==> config.mk <==
export PLATFORM = sky130hd
export DESIGN_NAME = mdc_regs
export DESIGN_NICKNAME = d
export VERILOG_FILES = /design/src/logic/mdc_pkg.sv /design/src/logic/mdc_field_decode.sv /design/src/logic/mdc_regs.sv
export SDC_FILE = /design/constraint.sdc
export NUM_CORES = 1
export LEC_CHECK = 0
export ABC_AREA = 1
export BUFFER_PORTS_ARGS = -buffer_cell sky130_fd_sc_hd__buf_4
export CAP_MARGIN = 20
export CORE_MARGIN = 2
export CORE_UTILIZATION = 51
export CTS_BUF_LIST = sky130_fd_sc_hd__clkbuf_8
export DETAILED_ROUTE_END_ITERATION = 16
export GPL_TIMING_DRIVEN = 1
export HOLD_SLACK_MARGIN = 0.1
export PLACE_DENSITY = 0.83
export REMOVE_ABC_BUFFERS = 1
export SYNTH_ARGS = -nofsm -noshare
export SYNTH_HDL_FRONTEND = slang
export SYNTH_SLANG_ARGS = --single-unit
==> constraint.sdc <==
create_clock -name ref_clk -period 1.53 [get_ports ref_clk]
set_input_delay 0.306 -clock ref_clk [delete_from_list [all_inputs] [get_ports ref_clk]]
set_output_delay 0.306 -clock ref_clk [all_outputs]
set_load 0.02 [all_outputs]
==> src/logic/mdc_pkg.sv <==
// Package for the memory and display configuration register bank.
// Assumes a 32-bit AHB-Lite register bus and one system clock.
package mdc_pkg;

    // ********************************
    // Register offsets (byte addresses = 4 x index)
    // ********************************
    localparam logic [7:0] IDX_MEM_MAP = 8'h04;
    localparam logic [7:0] IDX_MEM_WIDTH = 8'h05;
    localparam logic [7:0] IDX_ALT_DB = 8'h06;
    localparam logic [7:0] IDX_LCD_CFG = 8'h07;
    localparam logic [9:0] ADDR_MEM_MAP = {IDX_MEM_MAP, 2'b00};
    localparam logic [9:0] ADDR_MEM_WIDTH = {IDX_MEM_WIDTH, 2'b00};
    localparam logic [9:0] ADDR_ALT_DB = {IDX_ALT_DB, 2'b00};
    localparam logic [9:0] ADDR_LCD_CFG = {IDX_LCD_CFG, 2'b00};

    // ********************************
    // Reset values
    // ********************************
    localparam logic [7:0] RST_MEM_MAP = 8'h70;
    localparam logic [7:0] RST_MEM_WIDTH = 8'h20;
    localparam logic [7:0] RST_ALT_DB = 8'h00;
    localparam logic [7:0] RST_LCD_CFG = 8'h00;

    // ********************************
    // Writable bit masks
    // ********************************
    localparam logic [7:0] WMASK_MEM_MAP = 8'hFF;
    localparam logic [7:0] WMASK_MEM_WIDTH = 8'hBB;
    localparam logic [7:0] WMASK_ALT_DB = 8'hFF;
    localparam logic [7:0] WMASK_LCD_CFG = 8'hE0;

    // ********************************
    // Field positions
    // ********************************
    localparam int MAPPING_ENABLE_BIT = 7;
    localparam int BANK_LSB = 4;
    localparam int BOOT_ROM_BIT = 6;
    localparam int ALT_EN_BIT = 7;
    localparam int VIDSPD_LSB = 5;

    // ********************************
    // Memory type codes
    // ********************************
    typedef enum logic [3:0] {
        MT_SRAM_32K = 4'h0, MT_SRAM_128K = 4'h1, MT_SRAM_512K = 4'h2,
        MT_PSRAM_32K = 4'h3, MT_PSRAM_128K = 4'h4, MT_PSRAM_512K = 4'h5,
        MT_DRAM_256KX4 = 4'h6, MT_DRAM_512KX8 = 4'h7, MT_DRAM_1MX4 = 4'h8,
        MT_DRAM_4MX4 = 4'h9, MT_DRAM_256KX16 = 4'hA
    } mdc_mem_type_e;

    localparam logic [3:0] VID_CLK_NORMAL_8 = 4'h4;
    localparam logic [3:0] VID_CLK_SLOW_8 = 4'h5;
    localparam logic [3:0] VID_CLK_FAST_8 = 4'h3;

    // ********************************
    // Decoded configuration carrier
    // ********************************
    typedef struct packed {
        logic mapping_enable;
        logic [3:0] installed_bank_count;
        logic [3:0] memory_type;
        logic memory_type_reserved;
        logic memory_is_dram;
        logic ram_width_select;
        logic boot_rom_width;
        logic option_rom_width;
        logic slow_refresh_select;
        logic self_refresh_select;
        logic suspend_cbr_refresh;
        logic rom_output_enable_n;
        logic early_mapper_cycle;
        logic alt_display_buffer_enable;
        logic [6:0] display_buffer_base;
        logic lcd_controller_disable;
        logic [1:0] video_refresh_speed;
        logic [3:0] video_clocks;
        logic video_speed_reserved;
    } mdc_cfg_s;

endpackage

==> src/logic/mdc_field_decode.sv <==
// Decodes the four raw configuration bytes into named fields.
// Assumes the raw bytes come straight from the register flip-flops.
module mdc_field_decode (
    // Raw register bytes
    input wire logic [7:0] mem_map_raw,
    input wire logic [7:0] mem_width_raw,
    input wire logic [7:0] alt_db_raw,
    input wire logic [7:0] lcd_cfg_raw,
    // Decoded fields
    output mdc_pkg::mdc_cfg_s cfg
);

    // ********************************
    // Video clock count per access
    // ********************************
    function automatic logic [3:0] mdc_vid_clocks(input logic [1:0] spd, input logic wide8);
        logic [3:0] base;
        base = mdc_pkg::VID_CLK_NORMAL_8;
        case (spd)
            2'b01: base = mdc_pkg::VID_CLK_SLOW_8;
            2'b10: base = mdc_pkg::VID_CLK_FAST_8;
            default: base = mdc_pkg::VID_CLK_NORMAL_8;
        endcase
        return wide8 ? base : base + 4'h1;
    endfunction

    always_comb begin
        cfg = '0;
        cfg.mapping_enable = mem_map_raw[mdc_pkg::MAPPING_ENABLE_BIT];
        cfg.installed_bank_count = {1'b0, mem_map_raw[6:4]} + 4'h1;
        cfg.memory_type = mem_map_raw[3:0];
        cfg.memory_type_reserved = mem_map_raw[3:0] > mdc_pkg::MT_DRAM_256KX16;
        cfg.memory_is_dram = (mem_map_raw[3:0] >= mdc_pkg::MT_DRAM_256KX4) &&
            (mem_map_raw[3:0] <= mdc_pkg::MT_DRAM_256KX16);
        cfg.ram_width_select = mem_width_raw[7];
        cfg.boot_rom_width = mem_width_raw[6];
        cfg.option_rom_width = mem_width_raw[5];
        cfg.slow_refresh_select = mem_width_raw[4];
        cfg.self_refresh_select = mem_width_raw[3];
        cfg.suspend_cbr_refresh = ~mem_width_raw[3];
        cfg.rom_output_enable_n = mem_width_raw[1];
        cfg.early_mapper_cycle = mem_width_raw[0];
        cfg.alt_display_buffer_enable = alt_db_raw[mdc_pkg::ALT_EN_BIT];
        cfg.display_buffer_base = alt_db_raw[6:0];
        cfg.lcd_controller_disable = lcd_cfg_raw[7];
        cfg.video_refresh_speed = lcd_cfg_raw[6:5];
        cfg.video_clocks = mdc_vid_clocks(lcd_cfg_raw[6:5], mem_width_raw[7]);
        cfg.video_speed_reserved = &lcd_cfg_raw[6:5];
    end

endmodule

==> src/logic/mdc_regs.sv <==
// Memory and display configuration register bank with an AHB-Lite slave.
// Assumes a single AHB-Lite master, one system clock and a static boot ROM strap.
//
// What this block does
// - Memory control byte one bit 7 enables memory mapping, resets clear.
// - Bits 6:4 give installed RAM banks minus one; reset eight banks.
// - Bits 3:0 pick memory density and type; codes above ten reserved; reset zero.
// - Memory control byte two bit 7 set means 8-bit RAM; reset 16-bit.
// - Bit 6 reads back the sampled boot ROM width strap; read-only.
// - Bit 5 set means 8-bit option ROM; reset value one.
// - Bit 4 selects slow DRAM refresh, only while in suspend and bit 3 is clear.
// - Bit 3 set stops CAS-before-RAS refresh in suspend; DRAM self-refreshes.
// - Bit 1 clear enables ROM output-enable; set disables it; reset enabled.
// - Bit 0 clear delays mapper cycles to T3; set starts them at T2.
// - Alternate buffer enable clear: display refresh base is driven to zero, address bits 21:15 all clear.
// - Enable set: 32 KB window starts at base field, address bits 21:15.
// - LCD byte bits 6:5 set video refresh access clocks; 11 reserved.
module mdc_regs (
    // Clock and reset
    input wire logic ref_clk,
    input wire logic rst_n,
    // AHB-Lite slave
    input wire logic hsel,
    input wire logic [31:0] haddr,
    input wire logic [1:0] htrans,
    input wire logic hwrite,
    input wire logic [2:0] hsize,
    input wire logic [31:0] hwdata,
    input wire logic hready,
    output logic [31:0] hrdata,
    output logic hreadyout,
    output logic hresp,
    // Strap pin
    input wire logic boot_rom_width_pin,
    // Suspend state from the power manager
    input wire logic suspend_active,
    // Configuration outputs
    output logic mapping_enable,
    output logic [3:0] installed_bank_count,
    output logic [3:0] memory_type,
    output logic memory_type_reserved,
    output logic ram_width_select,
    output logic boot_rom_width,
    output logic option_rom_width,
    output logic slow_refresh_active,
    output logic cbr_refresh_enable,
    output logic rom_output_enable_n,
    output logic early_mapper_cycle,
    output logic [21:15] display_refresh_base,
    output logic internal_lcd_engine_enable,
    output logic [3:0] video_clocks,
    output logic video_speed_reserved
);

    // ********************************
    // Register state
    // ********************************
    logic [7:0] mem_map_q, mem_map_d;
    logic [7:0] mem_width_q, mem_width_d;
    logic [7:0] alt_db_q, alt_db_d;
    logic [7:0] lcd_cfg_q, lcd_cfg_d;
    logic strap_q, strap_d;
    logic strap_done_q, strap_done_d;

    // ********************************
    // Bus pipeline state
    // ********************************
    logic wr_pend_q, wr_pend_d;
    logic [9:0] wr_addr_q, wr_addr_d;
    logic [31:0] hrdata_q, hrdata_d;

    // ********************************
    // Output state
    // ********************************
    mdc_pkg::mdc_cfg_s cfg;
    mdc_pkg::mdc_cfg_s out_q, out_d;
    logic slow_ref_q, slow_ref_d;
    logic cbr_q, cbr_d;
    logic [6:0] refresh_base_q, refresh_base_d;
    logic lcd_en_q, lcd_en_d;

    logic [7:0] mem_width_view;
    logic addr_phase;

    function automatic logic [7:0] mdc_merge(input logic [7:0] old_v, input logic [7:0] new_v,
                                             input logic [7:0] mask);
        return (old_v & ~mask) | (new_v & mask);
    endfunction

    function automatic logic [7:0] mdc_read(input logic [9:0] a, input logic [7:0] m1,
                                            input logic [7:0] m2, input logic [7:0] m3,
                                            input logic [7:0] m4);
        logic [7:0] v;
        v = 8'h00;
        case (a)
            mdc_pkg::ADDR_MEM_MAP: v = m1;
            mdc_pkg::ADDR_MEM_WIDTH: v = m2;
            mdc_pkg::ADDR_ALT_DB: v = m3;
            mdc_pkg::ADDR_LCD_CFG: v = m4;
            default: v = 8'h00;
        endcase
        return v;
    endfunction

    assign addr_phase = hsel && hready && htrans[1];
    assign mem_width_view = {mem_width_q[7], strap_q, mem_width_q[5:0]};

    // ********************************
    // Next-state logic
    // ********************************
    always_comb begin
        mem_map_d = mem_map_q;
        mem_width_d = mem_width_q;
        alt_db_d = alt_db_q;
        lcd_cfg_d = lcd_cfg_q;
        strap_d = strap_q;
        strap_done_d = 1'b1;
        wr_pend_d = 1'b0;
        wr_addr_d = wr_addr_q;
        hrdata_d = hrdata_q;
        if (!strap_done_q) begin
            strap_d = boot_rom_width_pin;
        end
        if (wr_pend_q) begin
            case (wr_addr_q)
                mdc_pkg::ADDR_MEM_MAP: mem_map_d = mdc_merge(mem_map_q, hwdata[7:0],
                                                             mdc_pkg::WMASK_MEM_MAP);
                mdc_pkg::ADDR_MEM_WIDTH: mem_width_d = mdc_merge(mem_width_q, hwdata[7:0],
                                                                 mdc_pkg::WMASK_MEM_WIDTH);
                mdc_pkg::ADDR_ALT_DB: alt_db_d = mdc_merge(alt_db_q, hwdata[7:0],
                                                           mdc_pkg::WMASK_ALT_DB);
                mdc_pkg::ADDR_LCD_CFG: lcd_cfg_d = mdc_merge(lcd_cfg_q, hwdata[7:0],
                                                             mdc_pkg::WMASK_LCD_CFG);
                default: mem_map_d = mem_map_q;
            endcase
        end
        if (addr_phase) begin
            wr_pend_d = hwrite;
            wr_addr_d = haddr[9:0];
            if (!hwrite) begin
                hrdata_d = {24'h000000, mdc_read(haddr[9:0], mem_map_d, {mem_width_d[7], strap_d, mem_width_d[5:0]},
                                                 alt_db_d, lcd_cfg_d)};
                if (haddr[31:10] != 22'h000000) begin
                    hrdata_d = 32'h00000000;
                end
            end
            if (haddr[31:10] != 22'h000000) begin
                wr_pend_d = 1'b0;
            end
        end
    end

    // ********************************
    // Output next values
    // ********************************
    always_comb begin
        out_d = cfg;
        slow_ref_d = cfg.slow_refresh_select && suspend_active && cfg.suspend_cbr_refresh;
        cbr_d = !(suspend_active && cfg.self_refresh_select);
        refresh_base_d = cfg.alt_display_buffer_enable ? cfg.display_buffer_base : 7'h00;
        lcd_en_d = ~cfg.lcd_controller_disable;
    end

    // ********************************
    // Registers
    // ********************************
    always_ff @(posedge ref_clk or negedge rst_n) begin
        if (!rst_n) begin
            mem_map_q <= mdc_pkg::RST_MEM_MAP;
            mem_width_q <= mdc_pkg::RST_MEM_WIDTH;
            alt_db_q <= mdc_pkg::RST_ALT_DB;
            lcd_cfg_q <= mdc_pkg::RST_LCD_CFG;
            strap_q <= 1'b0;
            strap_done_q <= 1'b0;
            wr_pend_q <= 1'b0;
            wr_addr_q <= 10'h000;
            hrdata_q <= 32'h00000000;
            out_q <= '0;
            slow_ref_q <= 1'b0;
            cbr_q <= 1'b1;
            refresh_base_q <= 7'h00;
            lcd_en_q <= 1'b1;
        end else begin
            mem_map_q <= mem_map_d;
            mem_width_q <= mem_width_d;
            alt_db_q <= alt_db_d;
            lcd_cfg_q <= lcd_cfg_d;
            strap_q <= strap_d;
            strap_done_q <= strap_done_d;
            wr_pend_q <= wr_pend_d;
            wr_addr_q <= wr_addr_d;
            hrdata_q <= hrdata_d;
            out_q <= out_d;
            slow_ref_q <= slow_ref_d;
            cbr_q <= cbr_d;
            refresh_base_q <= refresh_base_d;
            lcd_en_q <= lcd_en_d;
        end
    end

    // ********************************
    // Field decode
    // ********************************
    mdc_field_decode u_decode (
        .mem_map_raw(mem_map_q),
        .mem_width_raw(mem_width_view),
        .alt_db_raw(alt_db_q),
        .lcd_cfg_raw(lcd_cfg_q),
        .cfg(cfg)
    );

    // ********************************
    // Output drive
    // ********************************
    assign hrdata = hrdata_q;
    assign hreadyout = 1'b1;
    assign hresp = 1'b0;
    assign mapping_enable = out_q.mapping_enable;
    assign installed_bank_count = out_q.installed_bank_count;
    assign memory_type = out_q.memory_type;
    assign memory_type_reserved = out_q.memory_type_reserved;
    assign ram_width_select = out_q.ram_width_select;
    assign boot_rom_width = out_q.boot_rom_width;
    assign option_rom_width = out_q.option_rom_width;
    assign slow_refresh_active = slow_ref_q;
    assign cbr_refresh_enable = cbr_q;
    assign rom_output_enable_n = out_q.rom_output_enable_n;
    assign early_mapper_cycle = out_q.early_mapper_cycle;
    assign display_refresh_base = refresh_base_q;
    assign internal_lcd_engine_enable = lcd_en_q;
    assign video_clocks = out_q.video_clocks;
    assign video_speed_reserved = out_q.video_speed_reserved;

endmodule

==> out/summary.md <==
* 401 — number of cells produced by synthesis
* 0 — ant diodes
* 4334 um2 — Area after DPL
* 45 — largest net degree at the start of global routing
* 7774 um — WL final
* 0.01044 ns — Post-Route Skew
* 0.3777 mV — peak ir drop on the vdd network
* 0 — antenna violation net count after detailed routing
* 3608 um2 — cell area after synthesis
* 9 — number of buffers created by CTS
* clkbuf_8 — clock tree root buffer cell
* 0.35 ns — Worst-Skew Late Latency
* 8.999 um2 — post-synthesis average cell area
* dfrtp_1 — cell taking the most area after synthesis
* 3 — H-tree depth
* 76 — # clock sinks
* 859.2 nW/um2 — total power divided by cell area
* done — TritonCTS clock tree
* 1 — Worst Path Buf+Inv
* nand2_1, dfrtp_1, inv_1 — cell types with the highest counts after synthesis
* 0.1870 ns — worst hold margin
* dfrtp_1, nand2_1, buf_4 — largest cells by area after synthesis
* 6832 um2 — core box area
* 0 — GR Overflow Total
* flip-flop — critical path capture point type
* 48.54% — share of the synthesized area in the top cell type
* 4 — number of iterations in the first detailed-routing pass
* 1.77 ns — worst path required time
* nor2_2 -> nand2_4 -> nor2_8 -> buf_6 -> nand2_4 -> nand2_2 -> o21ai_2 -> nand2_1 -> nand3_2 -> nand2_1 -> nand2_1 — CP Cell Sequence
* 7 — largest fanout of any net on the critical path
* 0 — final hold viol count
* dfrtp_1 — most used flip-flop cell after synthesis
* true — setup repair after global routing missed its margin
* reg -> reg — critical path type
* nand2_1 — cell with the most instances after synthesis
* 0 — final count of pins violating max slew
* 31 — number of unique standard cell types used by synthesis
* 85 — number of port buffers
* 0 — number of enable flip-flop cells after synthesis
* 2 — instance count along the most critical hold path
* dfrtp_1 — Worst path slowest cell
* 100.0% — Post-synth ARST share
* 5748 um — total half-perimeter wirelength after legalization and detailed placement
* 657.2 MHz — achievable clock frequency
* 11 — depth of the worst register-to-register path
* 1.76 ns — Arr. time, crit path
* 2751 — vias in the first global route
* 0.002668 uW — static leakage power
* 0 — total of endpoints with negative setup slack in the final report
* finished clean — run status
* 12370 um — wire length of the first global-routing pass
* 0 — detailed-route DRC error count
* 167 — number of DRC markers in iteration 0
* 69.67% — core utilization of the finished layout
* 0 — warning count from the yosys run
* 587 — number of instances in the placed design
* 52.91% — sequential area share after synthesis
* in -> reg — HP Class
* 4760 um2 — final instance area
* 7764 um2 — overall die area
* 11 — critical path depth
* 20.90% — all-layer global routing usage
* flip-flop — Startpoint Class
* 12.66 um — routed wire length per instance
* 31.90% — signed area change from the synthesized netlist to the final layout
* 30 — FP Rows
* 4.710 — via count normalized by instance count
* 1.522 ns — clock period minus final worst setup slack
* simple AND/OR/NAND/NOR gates — largest delay contributor family on the critical path
* 88.12 um — die height
* 88.12 um — die width
* 140 — number of top-level pins
* 614 — post-route non-filler standard cell count
* 2892 — total number of vias
* 595 — NumNets Final
* 0 — number of antenna violations at the first check in global routing
* 36.29% — share of layout cells above drive strength 1
* 0.41 ns — max incr delay on CP
* 2 — deepest clock path buffer count
* nand2_1 — Most Frequent Cell on Critical Path
* 0 — total of max-cap violations
* 0.08 ns — register clock-pin slew on the reported worst setup and hold paths
* 52.82% — starting density of the core
* 0.8473 — RD Place Congestion
* 76 — post-synthesis register bit count
* 0 ns — total negative slack for setup checks
* 99.46% — final worst-path cycle share
-- sequential cells by signal, indices dropped and copies added, names as in the netlist, 3 cells and up --
| signal | flops |
|---|---|
| alt_db_q | 8 |
| display_refresh_base | 7 |
| hrdata | 8 |
| installed_bank_count | 4 |
| lcd_cfg_q | 3 |
| mem_map_q | 8 |
| mem_width_q | 6 |
| memory_type | 4 |
| video_clocks | 4 |
| wr_addr_q | 10 |
-- cells in the final DEF, fill, tap and decap left out, drive strengths merged --
cell type and instances:
nor4 1, nand2 104, o21a 6, clkinv 2, clkbuf 9, o21ai 16, clkinvlp 2, nor2 36
bufinv 1, nand4 2, ha 6, nor3b 1, conb 27, dfstp 6, buf 105, nand3 43
inv 57, dlygate4sd3 2, and2 13, a21oi 1, dfrtp 70, a21boi 1, nor3 2, mux2 3
xor2 2
-- routing by layer --
| metal | wire (um) | vias up | track usage, % |
|---|---|---|---|
| met5 | 0 | - | 0 |
| li1 | - | 1408 | - |
| met4 | 152 | 0 | 7.851 |
| met3 | 540 | 18 | 4.901 |
| met1 | 3229 | 1345 | 25.81 |
| met2 | 3852 | 121 | 35.81 |
-- per-stage QoR --
step                      setup WS (ns)  total power (uW)
after CTS                      0.001163              4053
after floorplan                  0.1168              2373
after global routing            -0.1075              4266
final                          0.008306              4089
after global placement          0.01618              2561
after detailed placement      -0.007031              2577
-- final cells by class --
class,count,area [um2]
tap,96,120.1
sequential,76,1909
timing repair buffer,107,844.6
multi-input combinational,264,1480
fill,560,2072
inverter,55,214.0
clock inverter,7,67.56
clock buffer,9,123.9
-- final timing paths --
path / start / endpoint / slack, ns
max: wr_addr_q[7] / hrdata[4] / 0.008
min: hwdata[0] / mem_width_q[0] / 0.19
max reg2reg: wr_addr_q[7] / hrdata[4] / 0.008
min reg2reg: lcd_cfg_q[7] / internal_lcd_engine_enable / 0.37
max in group asynchronous: rst_n / mem_map_q[6] / 0.63
min in group asynchronous: rst_n / mapping_enable / 0.34
-- report_power, final --
group | total (uW) | switching, uW | internal, uW
combinational | 509 | 298 | 211
sequential | 2100 | 43.0 | 2060
clock | 1480 | 730 | 747
total | 4090 | 1070 | 3020
-- worst register-to-register path, cell delays in order, from the launching register on --
cell	delay [ns]
dfrtp_1	0.41
nor2_2	0.16
nand2_4	0.13
nor2_8	0.19
buf_6	0.13
nand2_4	0.05
nand2_2	0.06
o21ai_2	0.06
nand2_1	0.07
nand3_2	0.06
nand2_1	0.06
nand2_1	0.05
-- cell families after synthesis --
kind of cell    Yosys count  share of synthesized area [%]
compound gates           24                          4.334
xor+xnor                  2                         0.4855
fa+ha+maj                 6                          2.080
buf+inv                  86                          12.00
flops                    76                          52.91
mux                       3                         0.9361
other cells               2                         0.2081
simple gates            202                          27.05
-- repair_timing --
| item | 4_1_cts | 5_1_grt |
|---|---|---|
| endpoints found under the hold margin | 15 | 0 |
| pin swaps | 6 | 9 |
| setup endpoints to repair | 3 | 8 |
| hold buffers | 2 | 0 |
| buffers inserted | 0 | 9 |
| gates resized for setup | 4 | 28 |
| gates cloned | 0 | 0 |
Power figures use the tool's default switching activity.
